**src/ofr_pkg.sv**
```systemverilog
/*
  Package for the output frequency reconfiguration block: register map,
  field layouts, reset values, format codes and timing counts.
  Assumes an APB slave with 32-bit data and a 10 MHz pclk.
*/
package ofr_pkg;

  // Register byte offsets
  localparam logic [7:0] OFR_OFF_CTRL    = 8'h00;
  localparam logic [7:0] OFR_OFF_FDINT   = 8'h04;
  localparam logic [7:0] OFR_OFF_FDNUM   = 8'h08;
  localparam logic [7:0] OFR_OFF_CHDIV   = 8'h0C;
  localparam logic [7:0] OFR_OFF_FMT     = 8'h10;
  localparam logic [7:0] OFR_OFF_STATUS  = 8'h14;
  localparam logic [7:0] OFR_OFF_RESOFS  = 8'h18;

  // CTRL fields
  localparam int OFR_CTRL_PWRDN_BIT  = 0;
  localparam int OFR_CTRL_OTPDIS_BIT = 1;
  localparam int OFR_CTRL_DIG_LSB    = 4;
  localparam int OFR_DIG_W           = 4;

  // Field widths
  localparam int OFR_INT_W  = 8;
  localparam int OFR_NUM_W  = 24;
  localparam int OFR_CH_W   = 3;
  localparam int OFR_REF_W  = 2;
  localparam int OFR_FMT_W  = 3;
  localparam int OFR_PIN_W  = 2;

  // CHDIV fields
  localparam int OFR_CH0_LSB = 0;
  localparam int OFR_REF_LSB = 4;
  localparam int OFR_SEL_BIT = 8;
  // FMT fields
  localparam int OFR_FMT0_LSB = 0;
  localparam int OFR_FMT1_LSB = 4;
  localparam int OFR_PIN_LSB  = 8;

  // Channel ratio codes: no divide-by-five code exists
  localparam logic [2:0] OFR_CH_DIV2 = 3'h0;
  localparam logic [2:0] OFR_CH_DIV4 = 3'h1;
  localparam logic [2:0] OFR_CH_DIV8 = 3'h2;
  localparam logic [2:0] OFR_CH_DIV6 = 3'h3;
  localparam logic [2:0] OFR_CH_DIV16 = 3'h4;
  // Reference ratio code /8
  localparam logic [1:0] OFR_REF_DIV8 = 2'h3;

  // Output format and pin function codes
  localparam logic [2:0] OFR_FMT_HCSL     = 3'h0;
  localparam logic [2:0] OFR_FMT_DIFFCMOS = 3'h4;
  localparam logic [1:0] OFR_PIN_REFCLK   = 2'h1;

  // Reset values
  localparam logic [7:0]  OFR_RST_INT  = 8'h18;
  localparam logic [23:0] OFR_RST_NUM  = 24'h000000;
  localparam logic [3:0]  OFR_RST_DIG  = 4'h2;
  localparam logic [15:0] OFR_RST_RESOFS = 16'h0000;

  // Divider output range in MHz (resonator base 2467 MHz)
  localparam int OFR_FDIV_MIN_MHZ = 100;
  localparam int OFR_FDIV_MAX_MHZ = 400;
  localparam int OFR_RES_MHZ     = 2467;

  // Restart time and cycle count at 10 MHz
  localparam int OFR_RESTART_US  = 1000;
  localparam int OFR_PCLK_MHZ    = 10;
  localparam int OFR_RESTART_CYC = OFR_RESTART_US * OFR_PCLK_MHZ;

  // Active divider settings, applied as one group
  typedef struct packed {
    logic [7:0]  fd_int;
    logic [23:0] fd_num;
    logic [2:0]  ch0_ratio;
    logic [1:0]  ref_ratio;
    logic        out1_sel;
    logic [2:0]  fmt0;
    logic [2:0]  fmt1;
    logic [1:0]  pin_func;
    logic [3:0]  dig_ratio;
  } ofr_cfg_t;

endpackage

```
**src/ofr_restart_timer.sv**
```systemverilog
/*
  Restart timer: counts the output restart delay after power-down release.
  Assumes start is a one-cycle pulse on pclk.
*/
`timescale 1ns/10ps
module ofr_restart_timer #(
  parameter int CYCLES = ofr_pkg::OFR_RESTART_CYC
) (
  input  wire logic pclk,     // Clock
  input  wire logic presetn,  // Async reset, low
  input  wire logic abort,    // Cancel count
  input  wire logic start,    // Begin count
  output logic      busy,     // Counting
  output logic      done      // One-cycle end pulse
);
  localparam int CW = $clog2(CYCLES + 1);
  logic [CW-1:0] cnt_q, cnt_d;
  logic          done_q, done_d;

  initial begin
    if (CYCLES < 1) $error("CYCLES must be at least 1");
  end

  // Down counter, done fires when it reaches zero
  // Start wins over abort: the release edge still sees abort high
  always_comb begin
    cnt_d  = cnt_q;
    done_d = 1'b0;
    if (start) begin
      cnt_d = CW'(CYCLES);
    end else if (abort) begin
      cnt_d = '0;
    end else if (cnt_q != '0) begin
      cnt_d  = cnt_q - CW'(1);
      done_d = (cnt_q == CW'(1));
    end
  end

  always_ff @(posedge pclk or negedge presetn) begin
    if (!presetn) begin
      cnt_q  <= '0;
      done_q <= 1'b0;
    end else begin
      cnt_q  <= cnt_d;
      done_q <= done_d;
    end
  end

  assign busy = (cnt_q != '0);
  assign done = done_q;
endmodule // ofr_restart_timer

```
**src/ofr_core.sv**
```systemverilog
/*
  Output frequency reconfiguration core: APB register file, power-down
  gated settings and output restart sequence.
  Assumes a 10 MHz pclk and an APB master; analog clocks are outside.
*/
// Decided for this implementation: the APB slave port and the register offsets.
`timescale 1ns/10ps
module ofr_core #(
  parameter int RESTART_CYC = ofr_pkg::OFR_RESTART_CYC
) (
  input  wire logic        pclk,          // APB clock
  input  wire logic        presetn,       // Async reset, low
  input  wire logic        psel,          // APB select
  input  wire logic        penable,       // APB enable
  input  wire logic        pwrite,        // APB direction
  input  wire logic [7:0]  paddr,         // APB address
  input  wire logic [31:0] pwdata,        // APB write data
  output logic      [31:0] prdata,        // APB read data
  output logic             pready,        // APB ready
  output logic             pslverr,       // APB error
  output ofr_pkg::ofr_cfg_t active_cfg,   // Settings in force
  output logic             outputs_on,    // Output drivers enabled
  output logic             otp_autoload_en // Autoload of OTP page 0
);
  logic              pwr_down_q, pwr_down_d;
  logic              otpdis_q, otpdis_d;
  ofr_pkg::ofr_cfg_t shadow_q, shadow_d;
  ofr_pkg::ofr_cfg_t act_q, act_d;
  logic              on_q, on_d;
  logic              rej_q, rej_d;
  logic [31:0]       rdata;
  logic              wr, rd, bad, t_busy, t_done, release_pwr_down;
  logic [11:0]       fdiv_mhz;
  logic [4:0]        sm_div;

  typedef enum logic [1:0] {OFR_RUN, OFR_HELD, OFR_START} ofr_state_t;
  ofr_state_t st_q, st_d;

  initial begin
    if (RESTART_CYC < 1) $error("RESTART_CYC must be at least 1");
  end

  assign wr = psel && penable && pwrite;
  assign rd = psel && penable && !pwrite;

  // Decode; unmapped addresses answer with pslverr
  always_comb begin
    case (paddr)
      ofr_pkg::OFR_OFF_CTRL, ofr_pkg::OFR_OFF_FDINT, ofr_pkg::OFR_OFF_FDNUM,
      ofr_pkg::OFR_OFF_CHDIV, ofr_pkg::OFR_OFF_FMT, ofr_pkg::OFR_OFF_STATUS,
      ofr_pkg::OFR_OFF_RESOFS: bad = 1'b0;
      default: bad = 1'b1;
    endcase
  end

  // Approximate divider output from the integer field
  assign fdiv_mhz = (shadow_q.fd_int == 8'h00) ? 12'hFFF :
                    12'(ofr_pkg::OFR_RES_MHZ / shadow_q.fd_int);

  // Setting writes land in the shadow set only; the CTRL power-down and OTP disable bits take effect at once
  always_comb begin
    pwr_down_d = pwr_down_q;
    otpdis_d   = otpdis_q;
    shadow_d   = shadow_q;
    if (wr) begin
      case (paddr)
        ofr_pkg::OFR_OFF_CTRL: begin
          pwr_down_d = pwdata[ofr_pkg::OFR_CTRL_PWRDN_BIT];
          otpdis_d = otpdis_q | pwdata[ofr_pkg::OFR_CTRL_OTPDIS_BIT];
          if (pwr_down_q) begin
            shadow_d.dig_ratio =
              pwdata[ofr_pkg::OFR_CTRL_DIG_LSB +: ofr_pkg::OFR_DIG_W];
          end
        end
        ofr_pkg::OFR_OFF_FDINT: shadow_d.fd_int = pwdata[7:0];
        ofr_pkg::OFR_OFF_FDNUM: shadow_d.fd_num = pwdata[23:0];
        ofr_pkg::OFR_OFF_CHDIV: begin
          // Ratio code five and above is refused and kept as before
          if (pwdata[ofr_pkg::OFR_CH0_LSB +: ofr_pkg::OFR_CH_W] <=
              ofr_pkg::OFR_CH_DIV16) begin
            shadow_d.ch0_ratio =
              pwdata[ofr_pkg::OFR_CH0_LSB +: ofr_pkg::OFR_CH_W];
          end
          shadow_d.ref_ratio =
            pwdata[ofr_pkg::OFR_REF_LSB +: ofr_pkg::OFR_REF_W];
          shadow_d.out1_sel = pwdata[ofr_pkg::OFR_SEL_BIT];
        end
        ofr_pkg::OFR_OFF_FMT: begin
          shadow_d.fmt0     = pwdata[ofr_pkg::OFR_FMT0_LSB +:
                                     ofr_pkg::OFR_FMT_W];
          shadow_d.fmt1     = pwdata[ofr_pkg::OFR_FMT1_LSB +:
                                     ofr_pkg::OFR_FMT_W];
          shadow_d.pin_func = pwdata[ofr_pkg::OFR_PIN_LSB +:
                                     ofr_pkg::OFR_PIN_W];
        end
        default: ;
      endcase
    end
  end

  assign release_pwr_down = pwr_down_q && !pwr_down_d;

  // Sequencer: settings apply only at release, range checked
  always_comb begin
    st_d  = st_q;
    act_d = act_q;
    on_d  = on_q;
    rej_d = rej_q;
    case (st_q)
      OFR_RUN: if (pwr_down_q) begin
        st_d = OFR_HELD;
        on_d = 1'b0;
      end
      OFR_HELD: if (release_pwr_down) begin
        if (fdiv_mhz >= 12'(ofr_pkg::OFR_FDIV_MIN_MHZ) &&
            fdiv_mhz <= 12'(ofr_pkg::OFR_FDIV_MAX_MHZ)) begin
          act_d = shadow_q;
          rej_d = 1'b0;
        end else begin
          rej_d = 1'b1;
        end
        st_d = OFR_START;
      end
      OFR_START: if (pwr_down_q) begin
        st_d = OFR_HELD;
      end else if (t_done) begin
        on_d = 1'b1;
        st_d = OFR_RUN;
      end
      default: st_d = OFR_RUN;
    endcase
  end

  ofr_restart_timer #(.CYCLES(RESTART_CYC)) u_timer (
    .pclk    (pclk),
    .presetn (presetn),
    .abort   (pwr_down_q),
    .start   (release_pwr_down),
    .busy    (t_busy),
    .done    (t_done)
  );

  // State clock divisor seen by the analog side: two plus the ratio field
  assign sm_div = 5'h02 + {1'b0, act_q.dig_ratio};

  // Read mux
  always_comb begin
    rdata = 32'h00000000;
    if (rd) begin
      case (paddr)
        ofr_pkg::OFR_OFF_CTRL: rdata = {24'h000000, shadow_q.dig_ratio,
                                        2'b00, otpdis_q, pwr_down_q};
        ofr_pkg::OFR_OFF_FDINT: rdata = {24'h000000, shadow_q.fd_int};
        ofr_pkg::OFR_OFF_FDNUM: rdata = {8'h00, shadow_q.fd_num};
        ofr_pkg::OFR_OFF_CHDIV: rdata = {23'h000000, shadow_q.out1_sel,
                                         2'b00, shadow_q.ref_ratio,
                                         1'b0, shadow_q.ch0_ratio};
        ofr_pkg::OFR_OFF_FMT: rdata = {22'h000000, shadow_q.pin_func,
                                       1'b0, shadow_q.fmt1,
                                       1'b0, shadow_q.fmt0};
        // Divisor in [8:4] lets software confirm the state clock setting
        ofr_pkg::OFR_OFF_STATUS: rdata = {23'h000000, sm_div, rej_q, t_busy,
                                          (st_q == OFR_HELD), on_q};
        ofr_pkg::OFR_OFF_RESOFS: rdata = {16'h0000, ofr_pkg::OFR_RST_RESOFS};
        default: rdata = 32'h00000000;
      endcase
    end
  end

  always_ff @(posedge pclk or negedge presetn) begin
    if (!presetn) begin
      pwr_down_q         <= 1'b0;
      otpdis_q           <= 1'b0;
      shadow_q           <= '0;
      shadow_q.fd_int    <= ofr_pkg::OFR_RST_INT;
      shadow_q.fd_num    <= ofr_pkg::OFR_RST_NUM;
      shadow_q.ch0_ratio <= ofr_pkg::OFR_CH_DIV2;
      shadow_q.out1_sel  <= 1'b0;
      shadow_q.fmt0      <= ofr_pkg::OFR_FMT_HCSL;
      shadow_q.fmt1      <= ofr_pkg::OFR_FMT_HCSL;
      shadow_q.dig_ratio <= ofr_pkg::OFR_RST_DIG;
      act_q              <= '0;
      act_q.fd_int       <= ofr_pkg::OFR_RST_INT;
      act_q.fd_num       <= ofr_pkg::OFR_RST_NUM;
      act_q.ch0_ratio    <= ofr_pkg::OFR_CH_DIV2;
      act_q.out1_sel     <= 1'b0;
      act_q.fmt0         <= ofr_pkg::OFR_FMT_HCSL;
      act_q.fmt1         <= ofr_pkg::OFR_FMT_HCSL;
      act_q.dig_ratio    <= ofr_pkg::OFR_RST_DIG;
      on_q               <= 1'b1;
      rej_q              <= 1'b0;
      st_q               <= OFR_RUN;
    end else begin
      pwr_down_q <= pwr_down_d;
      otpdis_q <= otpdis_d;
      shadow_q <= shadow_d;
      act_q    <= act_d;
      on_q     <= on_d;
      rej_q    <= rej_d;
      st_q     <= st_d;
    end
  end

  // Zero-wait slave; data and error come from the same access edge
  assign pready          = 1'b1;
  assign prdata          = rdata;
  assign pslverr         = psel && penable && bad;
  assign active_cfg      = act_q;
  assign outputs_on      = on_q && !pwr_down_q;
  assign otp_autoload_en = !otpdis_q;

  // Drivers off while held, and the sequencer keeps them off next cycle
  property p_pwr_down_off;
    @(posedge pclk) disable iff (!presetn)
      pwr_down_q |-> !outputs_on ##1 !on_q;
  endproperty
  a_pwr_down_off: assert property (p_pwr_down_off)
    else $error("outputs on in power down");

  property p_hold_cfg;
    @(posedge pclk) disable iff (!presetn)
      pwr_down_q && $past(pwr_down_q) |-> $stable(active_cfg);
  endproperty
  a_hold_cfg: assert property (p_hold_cfg)
    else $error("cfg moved in power down");

  property p_restart;
    @(posedge pclk) disable iff (!presetn)
      $fell(pwr_down_q) |-> !outputs_on [*8];
  endproperty
  a_restart: assert property (p_restart)
    else $error("restart too early");

  property p_no_div5;
    @(posedge pclk) disable iff (!presetn)
      shadow_q.ch0_ratio <= ofr_pkg::OFR_CH_DIV16;
  endproperty
  a_no_div5: assert property (p_no_div5)
    else $error("bad channel ratio");

  property p_otp_sticky;
    @(posedge pclk) disable iff (!presetn)
      wr && paddr == ofr_pkg::OFR_OFF_CTRL &&
      pwdata[ofr_pkg::OFR_CTRL_OTPDIS_BIT] |=> !otp_autoload_en;
  endproperty
  a_otp_sticky: assert property (p_otp_sticky)
    else $error("otp still on");

  property p_dig_held;
    @(posedge pclk) disable iff (!presetn)
      !pwr_down_q |=> $stable(shadow_q.dig_ratio);
  endproperty
  a_dig_held: assert property (p_dig_held)
    else $error("ratio written live");

  // Either side of the window must leave the reject flag set
  property p_range;
    @(posedge pclk) disable iff (!presetn)
      st_q == OFR_HELD && release_pwr_down &&
      (fdiv_mhz > 12'(ofr_pkg::OFR_FDIV_MAX_MHZ) ||
       fdiv_mhz < 12'(ofr_pkg::OFR_FDIV_MIN_MHZ)) |=> rej_q;
  endproperty
  a_range: assert property (p_range)
    else $error("range not refused");

  property p_sel_reset;
    @(posedge pclk) $rose(presetn) |-> !active_cfg.out1_sel;
  endproperty
  a_sel_reset: assert property (p_sel_reset)
    else $error("sel not ch0");
endmodule // ofr_core

```
**config.mk**
```make
export PLATFORM = sky130hd
export DESIGN_NAME = ofr_core
export DESIGN_NICKNAME = d
export VERILOG_FILES = /design/src/ofr_pkg.sv /design/src/ofr_restart_timer.sv /design/src/ofr_core.sv
export SDC_FILE = /design/constraint.sdc
export NUM_CORES = 1
export LEC_CHECK = 0
export ABC_CLOCK_PERIOD_IN_PS = 78900
export BUFFER_PORTS_ARGS = -buffer_cell sky130_fd_sc_hd__buf_2
export CAP_MARGIN = 20
export CORE_MARGIN = 4
export CORE_UTILIZATION = 35
export CTS_CLUSTER_SIZE = 14
export DETAILED_ROUTE_END_ITERATION = 16
export PLACE_DENSITY_LB_ADDON = 0.15
export SLEW_MARGIN = 30
export SYNTH_ARGS = -nofsm -noshare
export SYNTH_HDL_FRONTEND = slang
export SYNTH_SLANG_ARGS = --single-unit
```
**constraint.sdc**
```tcl
create_clock -name pclk -period 78.9 [get_ports pclk]
set_clock_uncertainty 0.1 [all_clocks]
set_input_delay 3.945 -clock pclk [delete_from_list [all_inputs] [get_ports pclk]]
set_output_delay 3.945 -clock pclk [all_outputs]
set_load 0.05 [all_outputs]
```
==> results.cfg <==
[die]
die_w_um = 289
num_rows = 102
io_pins = 131
die-area_um2 = 83700
die_h_um = 289
initial_core_util_pct = 35.5
core_area_um2 = 78000

[cts]
clk_latency_ps = 410
ctsHoldBuffers = 0
cts_tree = yes
clk_pin_slew_ps = 60
numCtsBuffers = 17
htreeDepth = 4
root_buffer = clkbuf_16
clockBufferDepth = 2
cts.sinks = 121

[detailed_routing]
drt_iter0_markers = 2112
postRouteAntennaNets = 0
wl_per_cell_um = 18.5
num_vias = 29200
finalWirelength_um = 90700
drc_errors = 0
first_pass_iters = 7
viasPerCell = 5.95

[timing]
hold_slack_ps = 378
worst_pin_slew_ps = 1010
max-slew-margin-rel_pct = 31.9
fin_tns_setup_ps = 0
min_period_over_period_pct = 92.3
finalSetupViolations = 0
hold_viol = 0
timing.fmax_mhz = 13.7
post-route-min-period_ps = 72840
maxSlewViolCount = 0

[final_layout]
final_common_cell = nor2_1
stdcell_area_um2 = 31300
mostFrequentLayoutCells = nor2_1, nand2_1, a21oi_1
final_layout_size_suffix_gt1_share_pct = 18.6
fin_nets = 4096
n_fill_cell = 8120
area_growth_syn_to_layout_pct = 12.9

[placement]
portBuffers = 113
dp_hpwl_um = 70300
placed_area_um2 = 29900
gp_congestion = 0.875

[synthesis]
synth_flop_cell = dfrtp_1
seq_area_frac_synth_pct = 11.0
synth.avg_cell_area_um2 = 7.54
synthMuxAreaShare_pct = 8.49
synth.top_cell.area_share_pct = 10.3
synth_adder_area_share_pct = 9.11
syn_inst = 3676
synth_top_family_by_area = compound AO/OA/AOI/OAI gates
yosys.area.top_type = dfrtp_1
synth_area_leaders = dfrtp_1, ha_1, nor2_1
synth_area_um2 = 27700
async_reset_ff_share_pct = 100
synth.ff_latch_count = 121
synth_compound_area_share_pct = 33.2
yosysUniqueCellTypes = 148
yosys.area_share.simple_pct = 27.2
yosysWarnings = 0
synth_edf_count = 0
synth_xor_area_share_pct = 6.96

[worst_setup_path]
required_ps = 79090
max_stage_delay_ps = 600
cpMostUsedCell = a21o_1
worstPathArrival_ps = 73020
cpMaxStageDelayCell = or4_4
crit_fanout = 34
worstSetupPathType = register to register
cp-start-kind = register
endpoint_kind = register

[global_routing]
grt_pass1_wl_um = 145000
grt_pass1_vias = 27100
grt_max_degree = 70
overflow = 0
gr-usage-all-layers_pct = 20.5
antenna_found_initial = 1

[min_path]
min-delay-path-class = register to register

[flow_run]
max_cap_viol_count = 0

[status]
status = finished, final reports clean
registers in the layout (all words and copies together), names as in the netlist:
name,cells
active_cfg,50
shadow_q,50
u_timer.cnt_q,14
st_q,2
on_q,1
otpdis_q,1
pwr_down_q,1
rej_q,1
u_timer.done,1
area by class of cell:
type	instances	area, um2	share of cell area (%)
well taps	1040	1300	4.16
flip-flops and latches	121	3040	9.72
clock buffers	20	447	1.43
diodes	1	2.50	0.00800
repair buffers	286	1890	6.04
multi-input cells	3334	24100	77.0
inverters	90	338	1.08
clock inverters	12	163	0.520
per-layer routing:
layer | up-vias | wire length (um) | GRT usage [%]
met1 | 14000 | 45100 | 29.6
met5 | - | 0 | 0
met4 | 0 | 755 | 2.35
li1 | 14500 | - | -
met3 | 57 | 2930 | 0.905
met2 | 633 | 42000 | 34.7
final timing paths:
kind	start	end	slack (ps)	cells after the start
setup / recovery	shadow_q[48]	active_cfg[35]	6060	385
hold / removal	otpdis_q	otpdis_q	380	2
setup reg to reg	shadow_q[48]	active_cfg[35]	6060	385
hold reg to reg	otpdis_q	otpdis_q	380	2
max in group asynchronous	presetn	shadow_q[48]	74110	2
min in group asynchronous	presetn	active_cfg[11]	3480	1
through the flow:
stage,instances,worst slack [ps],util (%)
4_1_cts,4871,91.7,39.2
5_1_grt,4904,-199,40.1
3_5_place_dp,4838,-408,38.4
6_report,4904,6060,40.1
3_3_place_gp,4837,-495,38.4
2_1_floorplan,3683,2940,-
kinds of logic after synthesis:
kind of cell,after synthesis
simple gates,1420
compound gates,1287
buf+inv,229
xor+xnor,216
fa+ha+maj,202
mux,199
flops,121
other cells,2
worst max-delay path, delay by kind of cell (launching register included):
family                     cells  cell delay [ps]
muxes                         13             3600
buffers and inverters         25             3960
adders and majority gates     30             9580
AOI/OAI and AO/OA            182            32650
DFF                            1              470
and+or+nand+nor              135            22180
synth_stat cells, types with 21 or more instances:
cell,n
and4_1,22
o21a_1,65
nor3_1,122
a21o_1,132
nand2b_1,82
o211ai_1,53
nand3_1,99
xor2_1,78
clkbuf_1,52
a22oi_1,21
a211oi_1,38
a31oi_1,69
nand4_1,61
mux2_2,83
nand2_1,288
dfrtp_1,114
or2_2,31
or3_1,38
and3_1,40
and2_1,56
mux2_4,46
xnor2_1,134
mux2i_1,51
buf_4,36
buf_2,30
o21ai_1,37
nor2_1,358
a21oi_1,252
ha_1,201
nor4_1,42
o21ai_0,198
nor2b_1,39
o31ai_1,48
inv_1,89
timing repair:
item | CTS | global route
endpoints found under the hold margin | 0 | 0
setup endpoints to repair | 51 | 51
gates cloned | 0 | 1
buffers inserted | 1 | 31
gates resized for setup | 4 | 112
pin swaps | 1 | 23
Power is not shown: default switching activity piles up to over one toggle a cycle in this logic, so the estimate is an artifact.
